**config.mk**
```make
export PLATFORM = sky130hd
export DESIGN_NAME = vectored_interrupt_priority_unit
export DESIGN_NICKNAME = d
export VERILOG_FILES = /design/src/vipu_pkg.sv /design/src/ext_request_capture.sv /design/src/vectored_interrupt_priority_unit.sv
export VERILOG_INCLUDE_DIRS = /design/src
export SDC_FILE = /design/constraint.sdc
export NUM_CORES = 1
export LEC_CHECK = 0
export BUFFER_PORTS_ARGS = -buffer_cell sky130_fd_sc_hd__buf_2
export CAP_MARGIN = 20
export CORE_AREA = 5 5 89 91
export CTS_CLUSTER_SIZE = 25
export DETAILED_ROUTE_END_ITERATION = 8
export DIE_AREA = 0 0 94 96
export HOLD_SLACK_MARGIN = 0.05
export PLACE_DENSITY = 0.86
export REMOVE_ABC_BUFFERS = 1
export SLEW_MARGIN = 30
export SYNTH_ARGS = -nofsm -noshare
export SYNTH_HDL_FRONTEND = slang
export SYNTH_SLANG_ARGS = --single-unit
```
**constraint.sdc**
```tcl
create_clock -name sys_clk -period 2.1 [get_ports sys_clk]
set_input_delay 0.315 -clock sys_clk [delete_from_list [all_inputs] [get_ports sys_clk]]
set_output_delay 0.315 -clock sys_clk [all_outputs]
set_load 0.05 [all_outputs]
```
**src/vipu_params.svh**
```systemverilog
// Register map, field positions, reset values and vectors of the interrupt unit
`ifndef VIPU_PARAMS_SVH
`define VIPU_PARAMS_SVH
`define VIPU_OFS_ENABLE   8'h00
`define VIPU_OFS_ENPRIO2  8'h04
`define VIPU_OFS_PRIO     8'h08
`define VIPU_OFS_EXTCFG   8'h0C
`define VIPU_OFS_STATUS   8'h10
`define VIPU_OFS_VECTOR   8'h14
`define VIPU_RST_ENABLE   8'h00
`define VIPU_RST_ENPRIO2  8'h00
`define VIPU_RST_PRIO     8'h00
`define VIPU_RST_EXTCFG   2'h0
`define VIPU_RST_VECTOR   8'h00
`define VIPU_EN_GLOBAL    7
`define VIPU_EN_CONV      6
`define VIPU_EN_TMR2      5
`define VIPU_EN_UART      4
`define VIPU_EN_TMR1      3
`define VIPU_EN_EXT1      2
`define VIPU_EN_TMR0      1
`define VIPU_EN_EXT0      0
`define VIPU_E2_WDOG_PRI  7
`define VIPU_E2_TIC_PRI   6
`define VIPU_E2_PSM_PRI   5
`define VIPU_E2_SPI_PRI   4
`define VIPU_E2_WDOG_EN   3
`define VIPU_E2_TIC_EN    2
`define VIPU_E2_PSM_EN    1
`define VIPU_E2_SPI_EN    0
`define VIPU_PR_CONV      6
`define VIPU_PR_TMR2      5
`define VIPU_PR_UART      4
`define VIPU_PR_TMR1      3
`define VIPU_PR_EXT1      2
`define VIPU_PR_TMR0      1
`define VIPU_PR_EXT0      0
`define VIPU_VEC_PSM      8'h43
`define VIPU_VEC_WDOG     8'h5B
`define VIPU_VEC_EXT0     8'h03
`define VIPU_VEC_CONV     8'h33
`define VIPU_VEC_TMR0     8'h0B
`define VIPU_VEC_EXT1     8'h13
`define VIPU_VEC_TMR1     8'h1B
`define VIPU_VEC_SPI      8'h3B
`define VIPU_VEC_UART     8'h23
`define VIPU_VEC_TMR2     8'h2B
`define VIPU_VEC_TIC      8'h53
`define VIPU_NUM_SRC      11
`endif

```
**src/vipu_pkg.sv**
```systemverilog
// Types shared by the interrupt unit files
package vipu_pkg;
  typedef logic [3:0] src_idx_t;
  typedef logic [7:0] vector_t;
  typedef enum logic [0:0] {
    LEVEL_LOW,
    LEVEL_HIGH
  } level_e;
endpackage : vipu_pkg

```
**src/ext_request_capture.sv**
```systemverilog
// External request flag: level follow or falling-edge latch with hardware clear
`timescale 1ns/1ps
`default_nettype none
module ext_request_capture (
  input  wire logic sys_clk,
  input  wire logic reset,
  input  wire logic pin_n,
  input  wire logic edge_sel,
  input  wire logic clear_req,
  output logic      flag_ff
);
  logic pin_prev_ff;
  logic nxt_pin_prev;
  logic nxt_flag;

  always_comb begin
    nxt_pin_prev = pin_n;
    if (!edge_sel) begin
      // Level mode tracks the pin, so it cannot be cleared by the unit
      nxt_flag = !pin_n;
    end else if (pin_prev_ff && !pin_n) begin
      // A new edge beats a clear in the same cycle
      nxt_flag = 1'b1;
    end else if (clear_req) begin
      nxt_flag = 1'b0;
    end else begin
      nxt_flag = flag_ff;
    end
  end

  always_ff @(posedge sys_clk) begin
    if (reset) begin
      pin_prev_ff <= 1'b1;
      flag_ff     <= 1'b0;
    end else begin
      pin_prev_ff <= nxt_pin_prev;
      flag_ff     <= nxt_flag;
    end
  end
endmodule : ext_request_capture
`default_nettype wire

```
**src/vectored_interrupt_priority_unit.sv**
```systemverilog
// Vectored two-level interrupt controller with classic Wishbone registers
// Summary of operation
// Supply monitor: vector 43h, rank 1
// Watchdog status: vector 5Bh, rank 2
// External request zero: vector 03h, rank 3
// Converter done pair: vector 33h, rank 4
// Timer zero overflow: vector 0Bh, rank 5
// External request one: vector 13h, rank 6
// Timer one overflow: vector 1Bh, rank 7
// SPI or two-wire done: vector 3Bh, rank 8
// UART receive or transmit: vector 23h, rank 9
// Timer two flags: vector 2Bh, rank 10
// Interval counter: vector 53h, rank 11
// Same level: smallest rank served first
// Global enable zero blocks every request
// Priority bit sets converter request level
// External zero type: level or edge
// External one type: level or edge
// Only higher level preempts running service
// Core returns; active level is restored
//
// Added by the designer: the Wishbone slave port and the address map.
`include "vipu_params.svh"
`timescale 1ns/1ps
`default_nettype none
module vectored_interrupt_priority_unit #(
  parameter int NUM_SRC = `VIPU_NUM_SRC
) (
  input  wire logic        sys_clk,
  input  wire logic        reset,
  input  wire logic        wb_cyc_i,
  input  wire logic        wb_stb_i,
  input  wire logic        wb_we_i,
  input  wire logic [7:0]  wb_adr_i,
  input  wire logic [3:0]  wb_sel_i,
  input  wire logic [31:0] wb_dat_i,
  output logic      [31:0] wb_dat_o,
  output logic             wb_ack_o,
  input  wire logic        supply_monitor_irq_flag,
  input  wire logic        wdog_status_flag,
  input  wire logic        ext0_pin_n,
  input  wire logic        primary_conv_done,
  input  wire logic        aux_conv_done,
  input  wire logic        tmr0_overflow,
  input  wire logic        ext1_pin_n,
  input  wire logic        tmr1_overflow,
  input  wire logic        spi_done_flag,
  input  wire logic        twowire_done_flag,
  input  wire logic        rx_done_flag,
  input  wire logic        tx_done_flag,
  input  wire logic        tmr2_overflow,
  input  wire logic        tmr2_external_flag,
  input  wire logic        interval_irq_flag,
  input  wire logic        vector_taken,
  input  wire logic        return_from_irq_instr,
  output logic             irq_req_ff,
  output logic      [7:0]  irq_vector_ff,
  output logic             irq_level_ff
);
  localparam vipu_pkg::vector_t VEC_TABLE [NUM_SRC] = '{
    `VIPU_VEC_PSM,
    `VIPU_VEC_WDOG,
    `VIPU_VEC_EXT0,
    `VIPU_VEC_CONV,
    `VIPU_VEC_TMR0,
    `VIPU_VEC_EXT1,
    `VIPU_VEC_TMR1,
    `VIPU_VEC_SPI,
    `VIPU_VEC_UART,
    `VIPU_VEC_TMR2,
    `VIPU_VEC_TIC
  };
  localparam vipu_pkg::src_idx_t SRC_EXT0 = 4'h2;
  localparam vipu_pkg::src_idx_t SRC_EXT1 = 4'h5;

  logic [7:0]                irq_enable_ff, nxt_irq_enable;
  logic [7:0]                irq_enprio2_ff, nxt_irq_enprio2;
  logic [7:0]                irq_prio_ff, nxt_irq_prio;
  logic [1:0]                extcfg_ff, nxt_extcfg;
  logic [31:0]               nxt_dat;
  logic                      nxt_ack;
  logic                      in_lo_ff, nxt_in_lo;
  logic                      in_hi_ff, nxt_in_hi;
  vipu_pkg::src_idx_t        src_ff, nxt_src;
  logic                      nxt_irq_req;
  vipu_pkg::vector_t         nxt_vector;
  logic                      nxt_level;
  logic                      ext0_flag;
  logic                      ext1_flag;
  logic [NUM_SRC-1:0]        pending;
  logic [NUM_SRC-1:0]        enables;
  logic [NUM_SRC-1:0]        prio;
  logic [NUM_SRC-1:0]        en_pend;
  logic                      bus_req;
  logic                      take;

  assign bus_req = wb_cyc_i && wb_stb_i && !wb_ack_o;
  assign take    = vector_taken && irq_req_ff;

  // Edge flags are cleared by the unit only when their own vector is taken
  ext_request_capture u_ext0 (
    .sys_clk   (sys_clk),
    .reset     (reset),
    .pin_n     (ext0_pin_n),
    .edge_sel  (extcfg_ff[0]),
    .clear_req (take && src_ff == SRC_EXT0),
    .flag_ff   (ext0_flag)
  );
  ext_request_capture u_ext1 (
    .sys_clk   (sys_clk),
    .reset     (reset),
    .pin_n     (ext1_pin_n),
    .edge_sel  (extcfg_ff[1]),
    .clear_req (take && src_ff == SRC_EXT1),
    .flag_ff   (ext1_flag)
  );

  always_comb begin
    pending = {interval_irq_flag,
               tmr2_overflow || tmr2_external_flag,
               rx_done_flag || tx_done_flag,
               spi_done_flag || twowire_done_flag,
               tmr1_overflow, ext1_flag, tmr0_overflow,
               primary_conv_done || aux_conv_done,
               ext0_flag, wdog_status_flag, supply_monitor_irq_flag};
    enables = {irq_enprio2_ff[`VIPU_E2_TIC_EN], irq_enable_ff[`VIPU_EN_TMR2],
               irq_enable_ff[`VIPU_EN_UART], irq_enprio2_ff[`VIPU_E2_SPI_EN],
               irq_enable_ff[`VIPU_EN_TMR1], irq_enable_ff[`VIPU_EN_EXT1],
               irq_enable_ff[`VIPU_EN_TMR0], irq_enable_ff[`VIPU_EN_CONV],
               irq_enable_ff[`VIPU_EN_EXT0], irq_enprio2_ff[`VIPU_E2_WDOG_EN],
               irq_enprio2_ff[`VIPU_E2_PSM_EN]};
    prio    = {irq_enprio2_ff[`VIPU_E2_TIC_PRI], irq_prio_ff[`VIPU_PR_TMR2],
               irq_prio_ff[`VIPU_PR_UART], irq_enprio2_ff[`VIPU_E2_SPI_PRI],
               irq_prio_ff[`VIPU_PR_TMR1], irq_prio_ff[`VIPU_PR_EXT1],
               irq_prio_ff[`VIPU_PR_TMR0], irq_prio_ff[`VIPU_PR_CONV],
               irq_prio_ff[`VIPU_PR_EXT0], irq_enprio2_ff[`VIPU_E2_WDOG_PRI],
               irq_enprio2_ff[`VIPU_E2_PSM_PRI]};
    en_pend = pending & enables & {NUM_SRC{irq_enable_ff[`VIPU_EN_GLOBAL]}};
  end

  // Arbitration: high level first, then lowest rank; service state gates
  always_comb begin
    logic              found;
    vipu_pkg::level_e  lvl;
    found = 1'b0;
    lvl   = vipu_pkg::LEVEL_LOW;
    nxt_src = src_ff;
    for (int i = NUM_SRC - 1; i >= 0; i--) begin
      if (en_pend[i] && prio[i] && !in_hi_ff) begin
        found   = 1'b1;
        lvl     = vipu_pkg::LEVEL_HIGH;
        nxt_src = vipu_pkg::src_idx_t'(i);
      end
    end
    if (!found) begin
      for (int i = NUM_SRC - 1; i >= 0; i--) begin
        if (en_pend[i] && !prio[i] && !in_hi_ff && !in_lo_ff) begin
          found   = 1'b1;
          nxt_src = vipu_pkg::src_idx_t'(i);
        end
      end
    end
    // A taken request drops at once so it is not offered twice
    nxt_irq_req = found && !take;
    nxt_vector  = found ? VEC_TABLE[nxt_src] : irq_vector_ff;
    nxt_level   = found ? (lvl == vipu_pkg::LEVEL_HIGH) : irq_level_ff;
  end

  // Service state: nested at most one low and one high routine
  always_comb begin
    nxt_in_lo = in_lo_ff;
    nxt_in_hi = in_hi_ff;
    if (return_from_irq_instr) begin
      if (in_hi_ff) begin
        nxt_in_hi = 1'b0;
      end else begin
        nxt_in_lo = 1'b0;
      end
    end
    if (take) begin
      if (irq_level_ff) begin
        nxt_in_hi = 1'b1;
      end else begin
        nxt_in_lo = 1'b1;
      end
    end
  end

  // Register file: one aligned word per register, byte lane 0 only
  always_comb begin
    nxt_irq_enable  = irq_enable_ff;
    nxt_irq_enprio2 = irq_enprio2_ff;
    nxt_irq_prio    = irq_prio_ff;
    nxt_extcfg      = extcfg_ff;
    nxt_ack         = bus_req;
    nxt_dat         = 32'h0000_0000;
    if (bus_req && wb_we_i && wb_sel_i[0]) begin
      unique case (wb_adr_i)
        `VIPU_OFS_ENABLE:  nxt_irq_enable  = wb_dat_i[7:0];
        `VIPU_OFS_ENPRIO2: nxt_irq_enprio2 = wb_dat_i[7:0];
        `VIPU_OFS_PRIO:    nxt_irq_prio    = {1'b0, wb_dat_i[6:0]};
        `VIPU_OFS_EXTCFG:  nxt_extcfg      = wb_dat_i[1:0];
        default:           nxt_irq_enable  = irq_enable_ff;
      endcase
    end
    if (bus_req && !wb_we_i) begin
      unique case (wb_adr_i)
        `VIPU_OFS_ENABLE:  nxt_dat[7:0] = irq_enable_ff;
        `VIPU_OFS_ENPRIO2: nxt_dat[7:0] = irq_enprio2_ff;
        `VIPU_OFS_PRIO:    nxt_dat[7:0] = irq_prio_ff;
        `VIPU_OFS_EXTCFG: nxt_dat[1:0] = extcfg_ff;
        `VIPU_OFS_STATUS: nxt_dat[5:0] = {ext1_flag, ext0_flag, irq_level_ff,
                                          irq_req_ff, in_hi_ff, in_lo_ff};
        `VIPU_OFS_VECTOR: nxt_dat[7:0] = irq_vector_ff;
        default:          nxt_dat      = 32'h0000_0000;
      endcase
    end
  end

  always_ff @(posedge sys_clk) begin
    if (reset) begin
      irq_enable_ff  <= `VIPU_RST_ENABLE;
      irq_enprio2_ff <= `VIPU_RST_ENPRIO2;
      irq_prio_ff    <= `VIPU_RST_PRIO;
      extcfg_ff     <= `VIPU_RST_EXTCFG;
      wb_ack_o      <= 1'b0;
      wb_dat_o      <= 32'h0000_0000;
      in_lo_ff      <= 1'b0;
      in_hi_ff      <= 1'b0;
      src_ff        <= 4'h0;
      irq_req_ff    <= 1'b0;
      irq_vector_ff <= `VIPU_RST_VECTOR;
      irq_level_ff  <= 1'b0;
    end else begin
      irq_enable_ff  <= nxt_irq_enable;
      irq_enprio2_ff <= nxt_irq_enprio2;
      irq_prio_ff    <= nxt_irq_prio;
      extcfg_ff     <= nxt_extcfg;
      wb_ack_o      <= nxt_ack;
      wb_dat_o      <= nxt_dat;
      in_lo_ff      <= nxt_in_lo;
      in_hi_ff      <= nxt_in_hi;
      src_ff        <= nxt_src;
      irq_req_ff    <= nxt_irq_req;
      irq_vector_ff <= nxt_vector;
      irq_level_ff  <= nxt_level;
    end
  end

  // Helpers for the checks below
  logic [NUM_SRC-1:0] hi_cand;
  logic [NUM_SRC-1:0] lo_cand;
  assign hi_cand = en_pend & prio;
  assign lo_cand = en_pend & ~prio;

  genvar g;
  generate
    for (g = 0; g < NUM_SRC; g++) begin : g_rank
      localparam logic [NUM_SRC-1:0] ABOVE = NUM_SRC'((1 << g) - 1);

    end
  endgenerate
endmodule : vectored_interrupt_priority_unit
`default_nettype wire

```
# Word level (Yosys, flattened, before mapping)
# Memories as Yosys holds them, arrays and structs flattened. A register that Yosys moved wholly into a read port is not among the register bits.
# Index checks and enable logic that the tools add are counted.
[totals]
rom_bits = 128
mem_count = 1
out_inout_bits = 43
input_bits = 66
reg_bits = 70
word_cells = 186
[op_classes]
n_reduce_logical = 94
n_eq_ne = 9
n_bitwise = 4
mux = 62
[mem_list]
columns = ["memory", "words", "width", "read_ports", "rd_clocked_by_memory_dff", "write_ports", "line", "source"]
rows = [
  ["(name not given)", 16, 8, 1, 1, 0, "vectored_interrupt_priority_unit.sv:165", "nxt_vector = found ? VEC_TABLE[nxt_src] : irq_vector_ff;"],
]
[ops]
columns = ["operator", "n"]
rows = [
  ["two-way mux 4 bit", 23],
  ["logical AND 1 bit", 66],
  ["two-way mux 1 bit", 36],
  ["bitwise AND 11 bit", 2],
  ["case mux 4 bit (5 select lines)", 1],
  ["zero test 1 bit", 18],
  ["== test 8 x 4 -> 1 bit, second input constant", 2],
  ["== test 8 x 5 -> 1 bit, second input constant", 2],
  ["case mux 2 bit (6 select lines)", 1],
  ["== test 8 x 3 -> 1 bit, second input constant", 1],
  ["zero test 8 bit", 1],
  ["case mux 2 bit (4 select lines)", 1],
  ["AND reduction 2 bit", 4],
  ["inequality test 3 x 1 -> 1 bit, second input constant", 2],
  ["NOT 4 -> 5 bit", 1],
  ["== test 4 x 2 -> 1 bit, second input constant", 1],
  ["== test 4 x 3 -> 1 bit, second input constant", 1],
  ["logical OR 1 bit", 4],
  ["OR reduction 2 bit", 1],
  ["NOT 1 bit", 1],
]

# Longest topological paths before layout
[depth]
word_depth = 29
depth_mapped = 9
depth_no_buf = 8

# Cells and area by module
# Synthesis repeated with hierarchy kept, for this count alone.
[unflattened]
hier_cells = 341
area_unflattened_um2 = 2931.6
[by_module_without_submodules]
columns = ["module", "instances", "seq_area_each_um2", "area_per_inst_um2", "cells_each"]
rows = [
  ["vectored_interrupt_priority_unit", 1, 940.9, 2781.4, 329],
  ["ext_request_capture", 2, 40.0, 75.1, 6],
]

# Least setup slack after synthesis
# No wires, ideal clock.
[synth_path]
path_type = "input port to flip-flop"
start = "input port wb_adr_i[0]"
end = "register irq_prio_ff[0]"
arrival_ns = 2.010
setup_slack_ns = -0.038
t_required_ns = 1.972
cell_stages = 6
setup_ns = 0.128
path_buffers = 0
path_cell_list = "or4_1 or3_1 nor3b_2 nand2_2 mux2i_1 nor2_1"
[synth_via]
elab_chain_len = 2
[synth_rtl]
columns = ["element", "line", "source"]
rows = [
  ["from (decl)", "vectored_interrupt_priority_unit.sv:34", "input wire logic [7:0] wb_adr_i,"],
  ["== test 8 x 4 -> 1 bit", "vectored_interrupt_priority_unit.sv:198", "unique case (wb_adr_i)"],
  ["AND reduction 2 bit (no line)", "-", ""],
  ["to (signal assigned)", "vectored_interrupt_priority_unit.sv:224", "irq_prio_ff <= `VIPU_RST_PRIO;"],
  ["to (signal assigned)", "vectored_interrupt_priority_unit.sv:237", "irq_prio_ff <= nxt_irq_prio;"],
  ["to (decl)", "vectored_interrupt_priority_unit.sv:78", "logic [7:0] irq_prio_ff, nxt_irq_prio;"],
]
# Every way passes these cells.
# A chain may end at the register's enable or synchronous reset.

# Final worst setup path
[layout_path]
start = "register irq_enable_ff[7]"
end = "register irq_vector_ff[3]"
[layout_via]
elab_chain_len = 27
elab_cells_between_ends = 103
classes_between = "mux: 46; bitwise: 2; reduce/logical: 55"
[layout_rtl]
columns = ["element", "line", "source"]
rows = [
  ["from (decl)", "vectored_interrupt_priority_unit.sv:76", "logic [7:0] irq_enable_ff, nxt_irq_enable;"],
  ["from (signal assigned)", "vectored_interrupt_priority_unit.sv:222", "irq_enable_ff <= `VIPU_RST_ENABLE;"],
  ["from (signal assigned)", "vectored_interrupt_priority_unit.sv:235", "irq_enable_ff <= nxt_irq_enable;"],
  ["bitwise AND 11 bit (*)", "vectored_interrupt_priority_unit.sv:138", "en_pend = pending & enables & {NUM_SRC{irq_enable_ff[`VIPU_EN_GLOBAL]}};"],
  ["logical AND 1 bit (2 in a row)", "vectored_interrupt_priority_unit.sv:149", "if (en_pend[i] && prio[i] && !in_hi_ff) begin"],
  ["two-way mux 4 bit (11 in a row)", "vectored_interrupt_priority_unit.sv:149", ""],
  ["two-way mux 4 bit (11 in a row)", "vectored_interrupt_priority_unit.sv:157", "if (en_pend[i] && !prio[i] && !in_hi_ff && !in_lo_ff) begin"],
  ["two-way mux 4 bit", "vectored_interrupt_priority_unit.sv:155", "if (!found) begin"],
  ["NOT 4 -> 5 bit (not written as such)", "vectored_interrupt_priority_unit.sv:165", ""],
  ["to (decl)", "vectored_interrupt_priority_unit.sv:57", "output logic [7:0] irq_vector_ff,"],
]
# Every way passes the cells marked *; elsewhere a longest branch is shown, timed or not.

==> impl_metrics.yaml <==
detailed_routing:
  wl_per_cell_um: 16.7
  drtIter0Drc: 261
  drc_errors: 0
  highest_layer: "met4"
  wl_met3_um: 540
  num_vias: 3024
  wirelength_met1_um: 3920
  firstDrtPassIters: 7
  wl_met2_um: 4530
  postRouteWirelength_um: 9310
  via_per_inst: 5.42
  ant_nets: 0
sta:
  tns_ps: -507
  hold_violations: 0
  setup_viol: 6
  worst_slack_ps: -132
  rsz0062_at_grt: "yes"
  finalCritPeriodShare_pct: 106
  final_max_slew_viol_count: 0
  fmax_ghz: 0.448
  skew_ps: 4.49
  finalCriticalPeriod_ps: 2230
global_routing:
  grt_max_degree: 24
  grt_antenna_before_repair: 0
  grt_pass1_wl_um: 14600
  gr-total-overflow: 0
  grt_pass1_vias: 3021
  grt_usage_pct: 20.8
synthesis:
  yosysTopAreaCell: "dfxtp_1"
  synth_edf_count: 0
  syn_area_um2: 3040
  synth_most_common_cell: "dfxtp_1"
  synth_top_cell_area_share_pct: 33.6
  synthTopCellsByCount: "dfxtp_1 (51), nor2_1 (46), buf_4 (27), nand2_1 (27), a21oi_1 (21)"
  syn_avg_cell_area_um2: 8.67
  synth_ff_type: "dfxtp_1"
  ys_top_cells_by_area: "dfxtp_1 (34%), buf_4 (6.7%), mux2i_1 (6.3%)"
  ys_warn_count: 0
  synth.distinct_cells: 72
  ys_ff_latch: 51
  netlist_instances: 351
  seq_area_frac_synth_pct: 33.6
  ys_async_sr_fraction_pct: 0
clock_network:
  numCtsBuffers: 5
  clk_pin_slew_ps: 90
  cts_tree: "built"
  clock_latency_ps: 300
  htreeDepth: 2
  ctsHoldBuffers: 0
  cts_sinks: 51
  cts-root-buf: "clkbuf_8"
  cts.path.max_buffers: 2
power_and_ir_drop:
  p_leak_nw: 1.81
  p_per_area_nw_per_um2: 437
  peakVddDrop_uv: 287
floorplanning:
  dieArea_um2: 9020
  die_h_um: 96
  pin_count: 109
  start_util_pct: 43.1
  num_rows: 31
  fp.coreArea_um2: 7060
  die_w_um: 94
outcome:
  violations: "setup timing"
  outcome: "finished with violations"
placed_design:
  port_buffers: 55
  finalWeightedCongestion: 0.905
  hpwlAfterDp_um: 7160
critical_path:
  slowest_stage: "dfxtp_4"
  path_cells: "nor2b_4, buf_12, buf_6, nand4_4, buf_6, nand3_4, a2111oi_4, a2bb2oi_2, inv_2, a21o_1, a311oi_2"
  path_max_fanout: 6
  cp_slowest_stage_delay_ps: 370
  cp_common_cell: "buf_6"
  end_kind: "flop"
  critPathLaunchType: "flop"
  worstPathRequired_ps: 2330
  arrival_ps: 2460
  critPathKind: "flop to flop"
cells_and_area:
  drive_gt1_share_pct: 37.9
  syn_to_final_growth_pct: 31.2
  antenna_cells: 0
  final_util_pct: 56.5
  final_nets: 524
  fill_cells: 633
hold_path:
  hold_path.class: "input pin to flop"
run:
  maxCapViolCount: 0
## placed cells by master (no fill, tap or decap), types with 4 or more instances in the layout
master / n
buf_2: 56
buf_4: 50
dfxtp_1: 49
nor2_1: 44
nand2_1: 27
conb_1: 26
a21oi_1: 19
mux2i_1: 18
nand3_1: 17
o21ai_0: 11
buf_6: 9
nor2b_1: 5
inv_1: 5
a31oi_1: 5
a222oi_1: 5
clkbuf_8: 5
mux2_2: 4
## worst paths after layout
check,slack (ps),depth (start not counted),end,start
hold / removal,210,2,u_ext1.pin_prev_ff,ext1_pin_n
setup reg to reg,-130,11,irq_vector_ff[3],irq_enable_ff[7]
hold reg to reg,500,2,irq_enable_ff[1],irq_enable_ff[1]
setup / recovery,-130,11,irq_vector_ff[3],irq_enable_ff[7]
## sequential cells by signal (all words and copies together) (netlist names), 2 cells and up
register / count
extcfg_ff: 2
wb_dat_o: 8
irq_enprio2_ff: 8
src_ff: 4
irq_vector_ff: 5
irq_prio_ff: 7
irq_enable_ff: 8
## what timing repair did
item / CTS / global route
setup buffers: 7 / 2
endpoints found under the setup margin: 6 / 8
hold endpoints to repair: 0 / 0
pin swaps: 16 / 11
gates cloned: 1 / 0
gates resized for setup: 22 / 17
## metal layers
layer  global-route usage, %  vias to the layer above
met2                    35.2                      121
met1                    25.4                     1431
met4                    10.5                        0
met5                       0                        -
met3                    3.75                       27
li1                        -                     1445
## cell type report
type                       instances  area (um^2)  area share [%]
inverter                           6         22.5           0.564
timing repair buffer             116          777            19.5
multi-input combinational        278         1960            49.0
clock buffer                       7         76.3            1.91
sequential                        51         1030            25.8
clock inverter                     1         5.00           0.125
tap                               99          124            3.10
## cells by family (layout without fill, tap and decap cells)
| group | after synthesis | after routing | share of synthesized area (%) |
|---|---|---|---|
| other | 1 | 26 | 0.123 |
| flip-flops | 51 | 51 | 33.6 |
| AO/OA/AOI/OAI | 81 | 81 | 20.2 |
| AND/OR/NAND/NOR | 147 | 147 | 28.1 |
| buffers and inverters | 47 | 130 | 9.46 |
| multiplexers | 24 | 24 | 8.47 |
## worst max-delay path: cells and delay by family (launching register included)
family / cells / cell delay (ps)
AO/OA/AOI/OAI: 4 / 940
buffers and inverters: 4 / 470
flip-flops: 1 / 370
AND/OR/NAND/NOR: 3 / 360
## power by group
group          internal [mW]  total [mW]  switching (mW)
Combinational         0.0428       0.209           0.166
Clock                  0.235       0.563           0.328
Sequential             0.969       0.971         0.00236
## per-stage QoR
step / cells / instance area [um^2] / setup slack (ps) / total power, mW / hold slack (ps)
6_report: 558 / 3990 / -132 / 1.74 / 208
5_1_grt: 558 / 3990 / -189 / 1.81 / 209
4_1_cts: 556 / 3910 / -98.5 / 1.75 / 203
3_5_place_dp: 541 / 3660 / -166 / 1.20 / 488
3_3_place_gp: 541 / 3660 / -133 / 1.20 / 466
2_1_floorplan: 335 / 2870 / -296 / 1.12 / 383
No activity file was read; power rests on OpenSTA's default activity.
